$ cat config.mk
export PLATFORM = sky130hd
export DESIGN_NAME = pcd_port_override
export DESIGN_NICKNAME = d
export VERILOG_FILES = /design/src/inc/pcd_pkg.sv /design/src/inc/pcd_line_if.sv /design/src/design/pcd_change_detect.sv /design/src/design/pcd_port_override.sv /design/src/design/pcd_spike_filter.sv
export SDC_FILE = /design/constraint.sdc
export NUM_CORES = 1
export LEC_CHECK = 0
export BUFFER_PORTS_ARGS = -buffer_cell sky130_fd_sc_hd__buf_2
export CORE_AREA = 2 2 85 107
export CTS_CLUSTER_SIZE = 14
export DETAILED_ROUTE_END_ITERATION = 12
export DIE_AREA = 0 0 87 109
export PLACE_DENSITY = 0.72
export RECOVER_POWER = 25
export SLEW_MARGIN = 20
export SYNTH_ARGS = -nofsm -noshare
export SYNTH_HDL_FRONTEND = slang
export SYNTH_SLANG_ARGS = --single-unit
$ cat constraint.sdc
create_clock -name clk_in -period 5.4 [get_ports clk_in]
set_clock_uncertainty 0.2 [all_clocks]
set_input_delay 0.27 -clock clk_in [delete_from_list [all_inputs] [get_ports clk_in]]
set_output_delay 0.27 -clock clk_in [all_outputs]
set_load 0.01 [all_outputs]
$ cat src/inc/pcd_pkg.sv
// constants and types shared by the port c/d override logic
package pcd_pkg;
  localparam int PC_W = 7;
  localparam int PD_W = 8;
  localparam int PC_ADC_W = 6;
  localparam int PC_SDA = 4;
  localparam int PC_SCL = 5;
  localparam int PC_RST = 6;
  localparam int PC_LOW_HI = 3;
  localparam int PD_RXD = 0;
  localparam int PD_TXD = 1;
  localparam int PD_IRQ0 = 2;
  localparam int PD_IRQ1 = 3;
  localparam int PD_SERIAL_CLOCK = 4;
  localparam int PD_TIMER1_COUNT = 5;
  localparam int PD_COMPARE_A = 6;
  localparam int CHG_C_BASE = 8;
  localparam int CHG_D_BASE = 16;
  localparam int CHG_HI = 23;
  localparam int CHG_GAP = 15;
  localparam int TW_LINES = 2;
  localparam int TW_SDA = 0;
  localparam int TW_SCL = 1;
  localparam int CLK_PERIOD_NS = 20;
  localparam int SPIKE_NS = 50;
  localparam int SPIKE_CYC = (SPIKE_NS + CLK_PERIOD_NS - 1) / CLK_PERIOD_NS;
  localparam int SPIKE_CNT_W = $clog2(SPIKE_CYC + 1);
  localparam logic [SPIKE_CNT_W-1:0] SPIKE_LAST = SPIKE_CNT_W'(SPIKE_CYC - 1);
  localparam logic [SPIKE_CNT_W-1:0] SPIKE_CNT_RST = '0;
  localparam logic TW_IDLE = 1'b1;
  localparam logic [PC_W-1:0] RST_PC = 7'h00;
  localparam logic [PD_W-1:0] RST_PD = 8'h00;
  localparam logic [CHG_HI:CHG_C_BASE] RST_CHG = 16'h0000;

  typedef struct packed {
    logic pullup_override_enable;
    logic pullup_override_value;
    logic direction_override_enable;
    logic direction_override_value;
    logic out_value_override_enable;
    logic out_value_override_value;
    logic din_enable_override_enable;
    logic din_enable_override_value;
  } pcd_ovr_t;

  typedef struct packed {
    logic pull;
    logic oe;
    logic val;
    logic din_en;
  } pcd_pad_t;

  localparam pcd_ovr_t OVR_NONE = '0;
endpackage : pcd_pkg

$ cat src/inc/pcd_line_if.sv
// internal carrier between the override core, spike filters and change detector
`timescale 1ns/1ns
`default_nettype none
interface pcd_line_if;
  import pcd_pkg::*;
  logic [TW_LINES-1:0] tw_raw;
  logic [TW_LINES-1:0] tw_clean;
  logic [CHG_HI:CHG_C_BASE] chg_level;
  logic [CHG_HI:CHG_C_BASE] chg_mask;
  logic [CHG_HI:CHG_C_BASE] chg_event;
  modport filt (input tw_raw, output tw_clean);
  modport chg (input chg_level, input chg_mask, output chg_event);
  modport top (output tw_raw, output chg_level, output chg_mask, input tw_clean, input chg_event);
endinterface : pcd_line_if
`default_nettype wire

$ cat src/design/pcd_change_detect.sv
// pin-change event detection over the indexed pin-change sources
`timescale 1ns/1ns
`default_nettype none
module pcd_change_detect
  import pcd_pkg::*;
(
  input wire logic clk_in,
  input wire logic rst_in,
  pcd_line_if.chg line
);
  logic [CHG_HI:CHG_C_BASE] prev;
  logic [CHG_HI:CHG_C_BASE] event_q;

  assign line.chg_event = event_q;

  always_ff @(posedge clk_in or posedge rst_in)
  begin
    if (rst_in)
    begin
      prev <= RST_CHG;
    end
    else
    begin
      prev <= line.chg_level;
    end
  end

  always_ff @(posedge clk_in or posedge rst_in)
  begin
    if (rst_in)
    begin
      event_q <= RST_CHG;
    end
    else
    begin
      event_q <= (line.chg_level ^ prev) & line.chg_mask;
    end
  end

  a_change_event: assert property (@(posedge clk_in) disable iff (rst_in)
    (line.chg_mask[CHG_D_BASE] && line.chg_level[CHG_D_BASE] != prev[CHG_D_BASE]) |=> event_q[CHG_D_BASE])
    else $error("masked pin change gave no event");
  c_any_event: cover property (@(posedge clk_in) disable iff (rst_in) |event_q);
endmodule : pcd_change_detect
`default_nettype wire

$ cat src/design/pcd_port_override.sv
// alternate-function override of port c and port d pads
// Operation
// - with the two-wire enable set, port c bit 4 leaves port control and becomes the two-wire data line.
// - the two-wire input path drops glitches shorter than 50 ns before the interface sees them.
// - an owned two-wire line is open-drain: value 0, direction from the interface, pull-up port AND NOT disable.
// - two-wire enable turns on slew limiting for port c bits 5 and 4.
// - the two-wire inputs come from the raw analog-side pin path, filtered, not the gated digital input.
// - port c bits 4..0 are pin-change sources 12..8.
// - port c bits 5..0 override digital-input enable on mask AND group1 or adc disable, value mask AND group1.
// - port c bit 6 takes pull-up 1 and direction 0 under the reset-disable fuse, din override fuse OR source 14.
// - port d bits 7..0 are pin-change sources 23..16.
// - port d bit 5 carries timer1 count and timer0 compare b, bit 4 usart clock and timer0 count, bit 6 compare a.
// - port d bit 3 carries ext irq 1 and timer2 compare b, bit 2 ext irq 0, bit 1 usart tx, bit 0 usart rx.
// - timer0 compare a reaches port d bit 6 only when software set its direction; no direction is forced.
// - the timer0 compare a pin also carries the pwm waveform.
// - the global pull-up disable turns off every pull-up.
`timescale 1ns/1ns
`default_nettype none
module pcd_port_override
  import pcd_pkg::*;
(
  input wire logic clk_in,
  input wire logic rst_in,
  input wire logic [pcd_pkg::PC_W-1:0] portc_pin_in,
  input wire logic [pcd_pkg::PC_W-1:0] portc_port_in,
  input wire logic [pcd_pkg::PC_W-1:0] portc_dir_in,
  input wire logic [pcd_pkg::PC_W-1:0] portc_change_mask_in,
  input wire logic [pcd_pkg::PC_ADC_W-1:0] adc_digital_in_disable_in,
  input wire logic [pcd_pkg::PD_W-1:0] portd_pin_in,
  input wire logic [pcd_pkg::PD_W-1:0] portd_port_in,
  input wire logic [pcd_pkg::PD_W-1:0] portd_dir_in,
  input wire logic [pcd_pkg::PD_W-1:0] portd_change_mask_in,
  input wire logic global_pullup_disable_in,
  input wire logic sleep_din_off_in,
  input wire logic pin_change_group1_enable_in,
  input wire logic pin_change_group2_enable_in,
  input wire logic reset_pin_disable_fuse_in,
  input wire logic two_wire_enable_in,
  input wire logic two_wire_sda_drive_in,
  input wire logic two_wire_scl_drive_in,
  input wire logic timer0_compare_a_out_in,
  input wire logic timer0_compare_a_enable_in,
  input wire logic timer0_pwm_mode_in,
  input wire logic timer0_compare_b_out_in,
  input wire logic timer0_compare_b_enable_in,
  input wire logic timer2_compare_b_out_in,
  input wire logic timer2_compare_b_enable_in,
  input wire logic usart_tx_enable_in,
  input wire logic usart_txd_in,
  input wire logic usart_rx_enable_in,
  input wire logic usart_clock_master_in,
  input wire logic usart_serial_clock_drive_in,
  input wire logic ext_irq_0_enable_in,
  input wire logic ext_irq_1_enable_in,
  output logic [pcd_pkg::PC_W-1:0] portc_pin_out,
  output logic [pcd_pkg::PC_W-1:0] portc_pin_oe_out,
  output logic [pcd_pkg::PC_W-1:0] portc_pull_out,
  output logic [pcd_pkg::PC_W-1:0] portc_slew_limit_out,
  output logic [pcd_pkg::PD_W-1:0] portd_pin_out,
  output logic [pcd_pkg::PD_W-1:0] portd_pin_oe_out,
  output logic [pcd_pkg::PD_W-1:0] portd_pull_out,
  output logic two_wire_sda_in_out,
  output logic two_wire_scl_in_out,
  output logic [pcd_pkg::CHG_HI:pcd_pkg::CHG_C_BASE] pin_change_src_out,
  output logic [pcd_pkg::CHG_HI:pcd_pkg::CHG_C_BASE] pin_change_event_out,
  output logic timer0_count_in_out,
  output logic timer1_count_in_out,
  output logic usart_serial_clock_in_out,
  output logic usart_rxd_out,
  output logic ext_irq_0_out,
  output logic ext_irq_1_out
);
  import pcd_pkg::*;

  pcd_line_if line ();

  pcd_ovr_t c_ovr [PC_W];
  pcd_ovr_t d_ovr [PD_W];
  pcd_pad_t c_pad [PC_W];
  pcd_pad_t d_pad [PD_W];
  logic [PC_W-1:0] c_din;
  logic [PD_W-1:0] d_din;
  logic [PC_W-1:0] next_c_din_en;
  logic [PD_W-1:0] next_d_din_en;

  // one pad resolution serves both ports; the pull-up disable is applied last so nothing escapes it
  function automatic pcd_pad_t pcd_resolve(input pcd_ovr_t o, input logic dir, input logic port,
                                           input logic pu_off, input logic sleep_off);
    pcd_pad_t r;
    r.pull = (o.pullup_override_enable ? o.pullup_override_value : (!dir && port)) && !pu_off;
    r.oe = o.direction_override_enable ? o.direction_override_value : dir;
    r.val = o.out_value_override_enable ? o.out_value_override_value : port;
    r.din_en = o.din_enable_override_enable ? o.din_enable_override_value : !sleep_off;
    return r;
  endfunction : pcd_resolve

  // port c override table
  always_comb
  begin
    for (int i = 0; i < PC_W; i++)
    begin
      c_ovr[i] = OVR_NONE;
    end
    for (int i = 0; i < PC_ADC_W; i++)
    begin
      c_ovr[i].din_enable_override_enable = (portc_change_mask_in[i] && pin_change_group1_enable_in)
                                            || adc_digital_in_disable_in[i];
      c_ovr[i].din_enable_override_value = portc_change_mask_in[i] && pin_change_group1_enable_in;
    end
    c_ovr[PC_SDA].pullup_override_enable = two_wire_enable_in;
    c_ovr[PC_SDA].pullup_override_value = portc_port_in[PC_SDA] && !global_pullup_disable_in;
    c_ovr[PC_SDA].direction_override_enable = two_wire_enable_in;
    c_ovr[PC_SDA].direction_override_value = two_wire_sda_drive_in;
    c_ovr[PC_SDA].out_value_override_enable = two_wire_enable_in;
    c_ovr[PC_SDA].out_value_override_value = 1'b0;
    c_ovr[PC_SCL].pullup_override_enable = two_wire_enable_in;
    c_ovr[PC_SCL].pullup_override_value = portc_port_in[PC_SCL] && !global_pullup_disable_in;
    c_ovr[PC_SCL].direction_override_enable = two_wire_enable_in;
    c_ovr[PC_SCL].direction_override_value = two_wire_scl_drive_in;
    c_ovr[PC_SCL].out_value_override_enable = two_wire_enable_in;
    c_ovr[PC_SCL].out_value_override_value = 1'b0;
    c_ovr[PC_RST].pullup_override_enable = reset_pin_disable_fuse_in;
    c_ovr[PC_RST].pullup_override_value = 1'b1;
    c_ovr[PC_RST].direction_override_enable = reset_pin_disable_fuse_in;
    c_ovr[PC_RST].direction_override_value = 1'b0;
    c_ovr[PC_RST].din_enable_override_enable = reset_pin_disable_fuse_in
                                               || (portc_change_mask_in[PC_RST] && pin_change_group1_enable_in);
    c_ovr[PC_RST].din_enable_override_value = reset_pin_disable_fuse_in;
  end

  // port d override table
  always_comb
  begin
    for (int i = 0; i < PD_W; i++)
    begin
      d_ovr[i] = OVR_NONE;
      d_ovr[i].din_enable_override_enable = portd_change_mask_in[i] && pin_change_group2_enable_in;
      d_ovr[i].din_enable_override_value = 1'b1;
    end
    // compare a never touches direction: software must set it
    d_ovr[PD_COMPARE_A].out_value_override_enable = timer0_compare_a_enable_in
                                                    || timer0_pwm_mode_in;
    d_ovr[PD_COMPARE_A].out_value_override_value = timer0_compare_a_out_in;
    d_ovr[PD_TIMER1_COUNT].out_value_override_enable = timer0_compare_b_enable_in;
    d_ovr[PD_TIMER1_COUNT].out_value_override_value = timer0_compare_b_out_in;
    d_ovr[PD_SERIAL_CLOCK].out_value_override_enable = usart_clock_master_in;
    d_ovr[PD_SERIAL_CLOCK].out_value_override_value = usart_serial_clock_drive_in;
    d_ovr[PD_IRQ1].out_value_override_enable = timer2_compare_b_enable_in;
    d_ovr[PD_IRQ1].out_value_override_value = timer2_compare_b_out_in;
    d_ovr[PD_IRQ1].din_enable_override_enable = ext_irq_1_enable_in
                                                || d_ovr[PD_IRQ1].din_enable_override_enable;
    d_ovr[PD_IRQ0].din_enable_override_enable = ext_irq_0_enable_in
                                                || d_ovr[PD_IRQ0].din_enable_override_enable;
    d_ovr[PD_TXD].pullup_override_enable = usart_tx_enable_in;
    d_ovr[PD_TXD].direction_override_enable = usart_tx_enable_in;
    d_ovr[PD_TXD].direction_override_value = 1'b1;
    d_ovr[PD_TXD].out_value_override_enable = usart_tx_enable_in;
    d_ovr[PD_TXD].out_value_override_value = usart_txd_in;
    // receiver forces input but leaves the pull-up under port control
    d_ovr[PD_RXD].pullup_override_enable = usart_rx_enable_in;
    d_ovr[PD_RXD].pullup_override_value = portd_port_in[PD_RXD] && !global_pullup_disable_in;
    d_ovr[PD_RXD].direction_override_enable = usart_rx_enable_in;
    d_ovr[PD_RXD].direction_override_value = 1'b0;
  end

  genvar g;
  generate
    for (g = 0; g < PC_W; g++)
    begin : g_pc
      assign c_pad[g] = pcd_resolve(c_ovr[g], portc_dir_in[g], portc_port_in[g],
                                    global_pullup_disable_in, sleep_din_off_in);
      assign next_c_din_en[g] = c_pad[g].din_en;
    end
    for (g = 0; g < PD_W; g++)
    begin : g_pd
      assign d_pad[g] = pcd_resolve(d_ovr[g], portd_dir_in[g], portd_port_in[g],
                                    global_pullup_disable_in, sleep_din_off_in);
      assign next_d_din_en[g] = d_pad[g].din_en;
    end
  endgenerate

  // pad drive registers
  always_ff @(posedge clk_in or posedge rst_in)
  begin
    if (rst_in)
    begin
      portc_pin_out <= RST_PC;
      portc_pin_oe_out <= RST_PC;
      portc_pull_out <= RST_PC;
      portd_pin_out <= RST_PD;
      portd_pin_oe_out <= RST_PD;
      portd_pull_out <= RST_PD;
    end
    else
    begin
      for (int i = 0; i < PC_W; i++)
      begin
        portc_pin_out[i] <= c_pad[i].val;
        portc_pin_oe_out[i] <= c_pad[i].oe;
        portc_pull_out[i] <= c_pad[i].pull;
      end
      for (int i = 0; i < PD_W; i++)
      begin
        portd_pin_out[i] <= d_pad[i].val;
        portd_pin_oe_out[i] <= d_pad[i].oe;
        portd_pull_out[i] <= d_pad[i].pull;
      end
    end
  end

  always_ff @(posedge clk_in or posedge rst_in)
  begin
    if (rst_in)
    begin
      portc_slew_limit_out <= RST_PC;
    end
    else
    begin
      portc_slew_limit_out <= RST_PC;
      portc_slew_limit_out[PC_SDA] <= two_wire_enable_in;
      portc_slew_limit_out[PC_SCL] <= two_wire_enable_in;
    end
  end

  // digital input capture; a disabled input reads low
  always_ff @(posedge clk_in or posedge rst_in)
  begin
    if (rst_in)
    begin
      c_din <= RST_PC;
      d_din <= RST_PD;
    end
    else
    begin
      c_din <= portc_pin_in & next_c_din_en;
      d_din <= portd_pin_in & next_d_din_en;
    end
  end

  // the filters see the ungated pin, so adc disable never blinds the two-wire logic
  assign line.tw_raw[TW_SDA] = portc_pin_in[PC_SDA];
  assign line.tw_raw[TW_SCL] = portc_pin_in[PC_SCL];
  assign line.chg_level = {d_din, 1'b0, c_din};
  assign line.chg_mask = {portd_change_mask_in & {PD_W{pin_change_group2_enable_in}}, 1'b0,
                          portc_change_mask_in & {PC_W{pin_change_group1_enable_in}}};

  pcd_spike_filter u_filter (
    .clk_in (clk_in),
    .rst_in (rst_in),
    .line (line.filt)
  );

  pcd_change_detect u_change (
    .clk_in (clk_in),
    .rst_in (rst_in),
    .line (line.chg)
  );

  assign two_wire_sda_in_out = line.tw_clean[TW_SDA];
  assign two_wire_scl_in_out = line.tw_clean[TW_SCL];
  assign pin_change_src_out = line.chg_level;
  assign pin_change_event_out = line.chg_event;
  assign timer0_count_in_out = d_din[PD_SERIAL_CLOCK];
  assign usart_serial_clock_in_out = d_din[PD_SERIAL_CLOCK];
  assign timer1_count_in_out = d_din[PD_TIMER1_COUNT];
  assign ext_irq_1_out = d_din[PD_IRQ1];
  assign ext_irq_0_out = d_din[PD_IRQ0];
  assign usart_rxd_out = d_din[PD_RXD];

  a_sda_open_drain: assert property (@(posedge clk_in) disable iff (rst_in)
    two_wire_enable_in |=> !portc_pin_out[PC_SDA] && portc_pin_oe_out[PC_SDA] == $past(two_wire_sda_drive_in))
    else $error("two-wire data line not open drain");
  a_slew_follow: assert property (@(posedge clk_in) disable iff (rst_in)
    two_wire_enable_in |=> portc_slew_limit_out[PC_SDA] && portc_slew_limit_out[PC_SCL])
    else $error("slew limit missing with two-wire enabled");
  a_global_pull_off: assert property (@(posedge clk_in) disable iff (rst_in)
    global_pullup_disable_in |=> portc_pull_out == RST_PC && portd_pull_out == RST_PD)
    else $error("pull-up on while globally disabled");
  a_reset_pin_fuse: assert property (@(posedge clk_in) disable iff (rst_in)
    reset_pin_disable_fuse_in && !global_pullup_disable_in |=> portc_pull_out[PC_RST] && !portc_pin_oe_out[PC_RST])
    else $error("fused reset pin not input with pull-up");
  a_low_no_override: assert property (@(posedge clk_in) disable iff (rst_in)
    1'b1 |=> portc_pin_oe_out[PC_LOW_HI:0] == $past(portc_dir_in[PC_LOW_HI:0])
      && portc_pin_out[PC_LOW_HI:0] == $past(portc_port_in[PC_LOW_HI:0]))
    else $error("low port c bits overridden");
  a_adc_din_off: assert property (@(posedge clk_in) disable iff (rst_in)
    adc_digital_in_disable_in[0] && !(portc_change_mask_in[0] && pin_change_group1_enable_in)
      |=> !pin_change_src_out[CHG_C_BASE])
    else $error("adc-disabled input still reads high");
  a_compare_no_dir: assert property (@(posedge clk_in) disable iff (rst_in)
    !portd_dir_in[PD_COMPARE_A] |=> !portd_pin_oe_out[PD_COMPARE_A])
    else $error("compare a pin driven without direction");
  a_compare_pwm_out: assert property (@(posedge clk_in) disable iff (rst_in)
    timer0_pwm_mode_in |=> portd_pin_out[PD_COMPARE_A] == $past(timer0_compare_a_out_in))
    else $error("pwm waveform not on compare a pin");
  a_tx_drive: assert property (@(posedge clk_in) disable iff (rst_in)
    usart_tx_enable_in |=> portd_pin_oe_out[PD_TXD] && portd_pin_out[PD_TXD] == $past(usart_txd_in))
    else $error("usart tx pin not driven");
  c_two_wire_low: cover property (@(posedge clk_in) disable iff (rst_in)
    two_wire_enable_in && two_wire_sda_drive_in ##1 portc_pin_oe_out[PC_SDA]);
  c_pull_off_set: cover property (@(posedge clk_in) disable iff (rst_in)
    global_pullup_disable_in ##1 !global_pullup_disable_in);
  c_tx_on: cover property (@(posedge clk_in) disable iff (rst_in) usart_tx_enable_in && usart_rx_enable_in);
endmodule : pcd_port_override
`default_nettype wire

$ cat src/design/pcd_spike_filter.sv
// spike filters between the analog-side pin path and the two-wire logic
`timescale 1ns/1ns
`default_nettype none
module pcd_spike_filter
  import pcd_pkg::*;
(
  input wire logic clk_in,
  input wire logic rst_in,
  pcd_line_if.filt line
);
  logic [SPIKE_CNT_W-1:0] cnt [TW_LINES];
  logic [TW_LINES-1:0] clean;

  assign line.tw_clean = clean;

  genvar g;
  generate
    for (g = 0; g < TW_LINES; g++)
    begin : g_line
      // a new level is taken only after it has held for the full spike time
      always_ff @(posedge clk_in or posedge rst_in)
      begin
        if (rst_in)
        begin
          cnt[g] <= SPIKE_CNT_RST;
          clean[g] <= TW_IDLE;
        end
        else if (line.tw_raw[g] == clean[g])
        begin
          cnt[g] <= SPIKE_CNT_RST;
        end
        else if (cnt[g] == SPIKE_LAST)
        begin
          cnt[g] <= SPIKE_CNT_RST;
          clean[g] <= line.tw_raw[g];
        end
        else
        begin
          cnt[g] <= cnt[g] + 1'b1;
        end
      end

      a_spike_held: assert property (@(posedge clk_in) disable iff (rst_in)
        $changed(clean[g]) |-> $past(line.tw_raw[g], 1) == clean[g] && $past(line.tw_raw[g], 2) == clean[g]
          && $past(line.tw_raw[g], 3) == clean[g])
        else $error("two-wire line changed after a short spike");
    end
  endgenerate
endmodule : pcd_spike_filter
`default_nettype wire

======== Word-level counts from Yosys, hierarchy flattened ========
Cells that the tools add are included.
Widths: inputs -> output; s select.
operators by class
  add/sub/neg operators ................... 2
  reductions and logical operators ........ 77
  eq/ne operators ......................... 4
  bitwise operators ....................... 8
  mux-type cells .......................... 36
operators by type and width
  kind                 count
  $logic_and 1x1->1    48
  $mux 1               32
  $logic_not 1->1      17
  $and 16x16->16       1
  $and 8x8->8          2
  $xor 16x16->16       1
  $and 7x7->7          2
  $logic_or 1x1->1     10
  $mux 2               4
  $add 2x1->2 const B  2
  $eq 2x2->1 const B   2
  $reduce_and 2->1     2
  $eq 1x1->1           2
  $not 1->1            2
word-level totals
  output and inout bits ................... 92
  word-level logic and storage cells ...... 142
  bits in registers ....................... 98

======== Depth between registers and ports, before layout ========
  word-level depth ........................ 4
  depth in mapped cells ................... 3

======== Modules after synthesis ========
A second synthesis with hierarchy kept.
second synthesis, totals
  cells, all modules ...................... 232
  area, all modules ....................... 3,433.3 sq um
by module, submodules not included
  module             cells an instance  area each (sq um)  times used
  pcd_port_override  150                2,132.0            1
  pcd_change_detect  65                 1,044.8            1
  pcd_spike_filter   17                 256.5              1

======== Least setup slack after synthesis ========
No wires, ideal clock.
  kind .................................... reg2reg
  from .................................... register u_filter.clean[1], in the netlist u_filter.line.tw_clean[1]
  to ...................................... register u_filter.cnt[1] (netlist name)
  arrival time ............................ 0.744 ns
  required time ........................... 5.075 ns
  setup time .............................. 0.125 ns
  clock period less this slack ............ 1.069 ns
  stages on the path, launching flop included .. 3
  slack ................................... 4.331 ns
  path through ............................ dfstp_2 xnor2_1 nor3b_1
between the ends
  cells in the longest elaborated chain, start to end .. 2
RTL lines
  item                               line                    RTL
  from (decl)                        pcd_spike_filter.sv:12  logic [TW_LINES-1:0] clean;
  from (signal, indexed assignment)  pcd_spike_filter.sv:35  clean[g] <= line.tw_raw[g];
  $eq 1x1->1                         pcd_spike_filter.sv:28  else if (line.tw_raw[g] == clean[g])
  $mux 2                             pcd_spike_filter.sv:28
  to (signal, indexed assignment)    pcd_spike_filter.sv:39  cnt[g] <= cnt[g] + 1'b1;
  to (decl)                          pcd_spike_filter.sv:11  logic [SPIKE_CNT_W-1:0] cnt [TW_LINES];
Every way passes these cells.
A chain may end at the register's enable or synchronous reset.

==> key figures <==
Place
  – Placed cells: a little under 500
  – Placed Area: between 0.004 and 0.005 mm²
  – DP Worst Slack: 3690 ps
  – IO buf count: 174
  – Dpl hpwl: between 5000 and 6000 µm
  – Placer Congestion: 0.733

Global route
  – GRT Total Usage: a little under a fifth
  – Met2 GRT Util: between 30% and 40%
  – Met1 Track Usage GR: 19.3%
  – Global-route wire length before repair: roughly 13000 µm
  – Top Usage Layer GRT: met2
  – Met3 usage: 5.00%
  – Antenna violations before repair: 0
  – Largest net degree at the start of global routing: 64
  – Grt ovf: 0
  – Number of global-route vias before repair: 2826

Die
  – Die Footprint: 0.00948 mm²
  – Die Ht: 109 µm
  – I/O pins: 182
  – CORE AREA: 0.00851 mm²
  – Row count: 38
  – Chip Width: 87 µm
  – Starting Density: 38.8%

Clock tree
  – CTS max path bufs: 2
  – H-tree lvl count: 3
  – # resized after CTS: 0
  – Hold buffers post-CTS: 80
  – Sink Count: 97
  – TritonCTS clock tree: built
  – Clk root buf: clkbuf_8
  – Clock Pin Slew Worst Setup and Hold Paths: 90 ps
  – CTS Buf Count: 9
  – Number of setup buffers added after CTS: 0
  – Worst-Skew Late Latency: 350 ps

Pwr
  – Peak supply drop: 0.000160 V
  – Seq pwr share: 52.3%
  – Pint: 1.20 mW
  – Sw Ratio: a little under a quarter
  – Clock power frac: roughly a third
  – Leak: between 2 and 3 nW
  – Psw: 374 µW
  – Tot Pwr: 1.57 mW
  – Cell area power density: 302 mW/mm²
  – Combinational group share of total power: 15.6%

Min path
  – Type of the tightest min-delay check: in2reg

Setup path
  – CP endpoint kind: async pin
  – Critical Path AT: 2610 ps
  – Worst Path Required: 5600 ps
  – Largest fanout on the critical path: 63
  – CP startpoint kind: input port
  – Worst Setup Path Type: in2async
  – CP Cell Sequence: dlygate4sd3_1 > clkbuf_1 > clkinvlp_2 > buf_4
  – CP max-delay cell: clkinvlp_2
  – Critical Path Max Stage Delay: 850 ps

Logic synthesis
  – Register bit total from synthesis: slightly below 100
  – Syn Area/Cell: 14.7 µm²
  – Number of synthesized flops with an enable pin: 0
  – Post-synth cell types: 27
  – Ys async rst share: 100%
  – Synth Instances: 225
  – Cell area after synthesis: 0.00331 mm²
  – Post-synth top flop: dfrtp_1
  – Ys Warns: 0
  – Sequential-to-total area share from yosys stat: approximately three quarters

Layout
  – Most common cell after layout, fill and taps aside: buf_2
  – Finished Layout Cells: 584
  – Most frequent cells in the layout: buf_2 (160), dfrtp_1 (95), dlygate4sd3_1 (80)
  – Nets@finish: about 570
  – Layout cells sized above 1: 38.8%
  – Ant diodes: 0
  – Layout overhead on the synthesized area: 57.3%
  – Final instance area: 0.00520 mm²

STA
  – Final setup fails: 0
  – Slew Viols, Final: 0
  – RSZ-0062 raised after global routing: false
  – Hold Fails Final Rpt: 0
  – Setup ws final: 2990 ps
  – Least-Margin Pin Slew: between 1000 and 1500 ps
  – Tmin final: 2410 ps
  – Fmax achieved: 415 MHz
  – Fin crit share: between 40% and 50%
  – Setup TNS: 0 ps
  – Relative slew margins: 1.93%

Routing
  – WL/cell: between 10 and 15 µm
  – Antenna-violating nets left: 0
  – Routed vias: 2634
  – DRC violations left: 0
  – Drt first-iter violations: 53
  – Drt pass-1 iters: 4
  – Vias/cell: 4.51
  – Total Wirelength: 8460 µm

Status
  – Outcome: finished, final reports clean

Run
  – Max Cap Viol: 0
-- synthesized netlist by cell type (5+ instances only) --
| master | number | area [µm²] |
|---|---|---|
| dfrtp_1 | 95 | 2380 |
| nor3b_1 | 15 | 113 |
| buf_4 | 14 | 105 |
| nand2_1 | 10 | 37.5 |
| xnor2_1 | 10 | 87.6 |
| nor2_1 | 9 | 33.8 |
| and3_1 | 7 | 43.8 |
| xor2_1 | 7 | 61.3 |
| and2_1 | 6 | 37.5 |
| inv_1 | 6 | 22.5 |
| mux2_2 | 6 | 67.6 |
| nor2b_1 | 6 | 37.5 |
| o2bb2ai_1 | 6 | 52.6 |
| a21boi_0 | 5 | 37.5 |
-- cells by family after synthesis --
group	Yosys count	synth area share (%)
buf+inv	24	4.84
other cells	1	0.113
flops	97	73.5
xor+xnor	17	4.50
compound gates	19	4.43
mux	6	2.04
simple gates	61	10.6
-- power by group through the flow --
stage | combinational [mW] | clock (mW) | sequential, mW
2_1_floorplan | 0.0912 | 0 | 0.853
3_3_place_gp | 0.194 | 0 | 0.833
3_5_place_dp | 0.200 | 0 | 0.837
4_1_cts | 0.246 | 0.525 | 0.823
5_1_grt | 0.268 | 0.555 | 0.830
6_report | 0.244 | 0.505 | 0.822
-- final timing paths --
| check | startpoint | slack, ps | endpoint | cells past startpoint |
|---|---|---|---|---|
| worst min register to register | d_din[6]$_DFF_PP0_ | 230 | u_change.prev[22]$_DFF_PP0_ | 0 |
| max in group clk_in | usart_tx_enable_in | 3280 | portd_pin_out[1]$_DFF_PP0_ | 6 |
| worst max-delay path | rst_in | 2990 | portd_pin_out[6]$_DFF_PP0_ | 4 |
| min in group asynchronous | rst_in | 610 | portc_pull_out[1]$_DFF_PP0_ | 3 |
| worst min-delay path | pin_change_group2_enable_in | 30 | u_change.line.chg_event[22]$_DFF_PP0_ | 3 |
| worst max register to register | u_filter.line.tw_clean[1]$_DFFE_PP1P_ | 4270 | u_filter.cnt[1]$_DFF_PP0_ | 2 |
-- stage by stage --
stage | hold slack (ps) | utilization, %
final | 28.3 | 61.1
after detailed placement | 113 | 49.3
after global routing | 12.9 | 61.1
after global placement | 97.8 | 49.3
after floorplan | 101 | -
after CTS | 0.723 | 61.3
-- state kept, by name, summed over array words and instances, names as in the netlist --
register and cells:
u_change.prev 15, portc_pin_out 7, portd_pull_out 8, u_filter.cnt 4, portd_pin_oe_out 8, u_change.line.chg_event 15
u_filter.line.tw_clean 2, d_din 8, portc_pin_oe_out 7, portc_slew_limit_out 1, portd_pin_out 8, c_din 7
portc_pull_out 7
-- metal layers --
metal / share of wire [%] / routed length (µm) / vias to the layer above
li1: - / - / 1223
met1: 37 / 3150 / 1271
met2: 53 / 4490 / 126
met3: 7.5 / 635 / 14
met4: 2.2 / 183 / 0
met5: 0 / 0 / -
-- worst max-delay path: cells and delay by family --
kind	cells	cell delay, ps
buffers and inverters	4	2290
-- final cells by class --
cell class	instances	area [µm²]
inverters	6	23.8
clock inverters	5	78.8
flip-flops and latches	97	2430
fillers	652	3310
multi-input cells	110	738
repair buffers	255	1660
clock buffers	11	141
well taps	100	125
No activity file was read; power rests on OpenSTA's default activity.
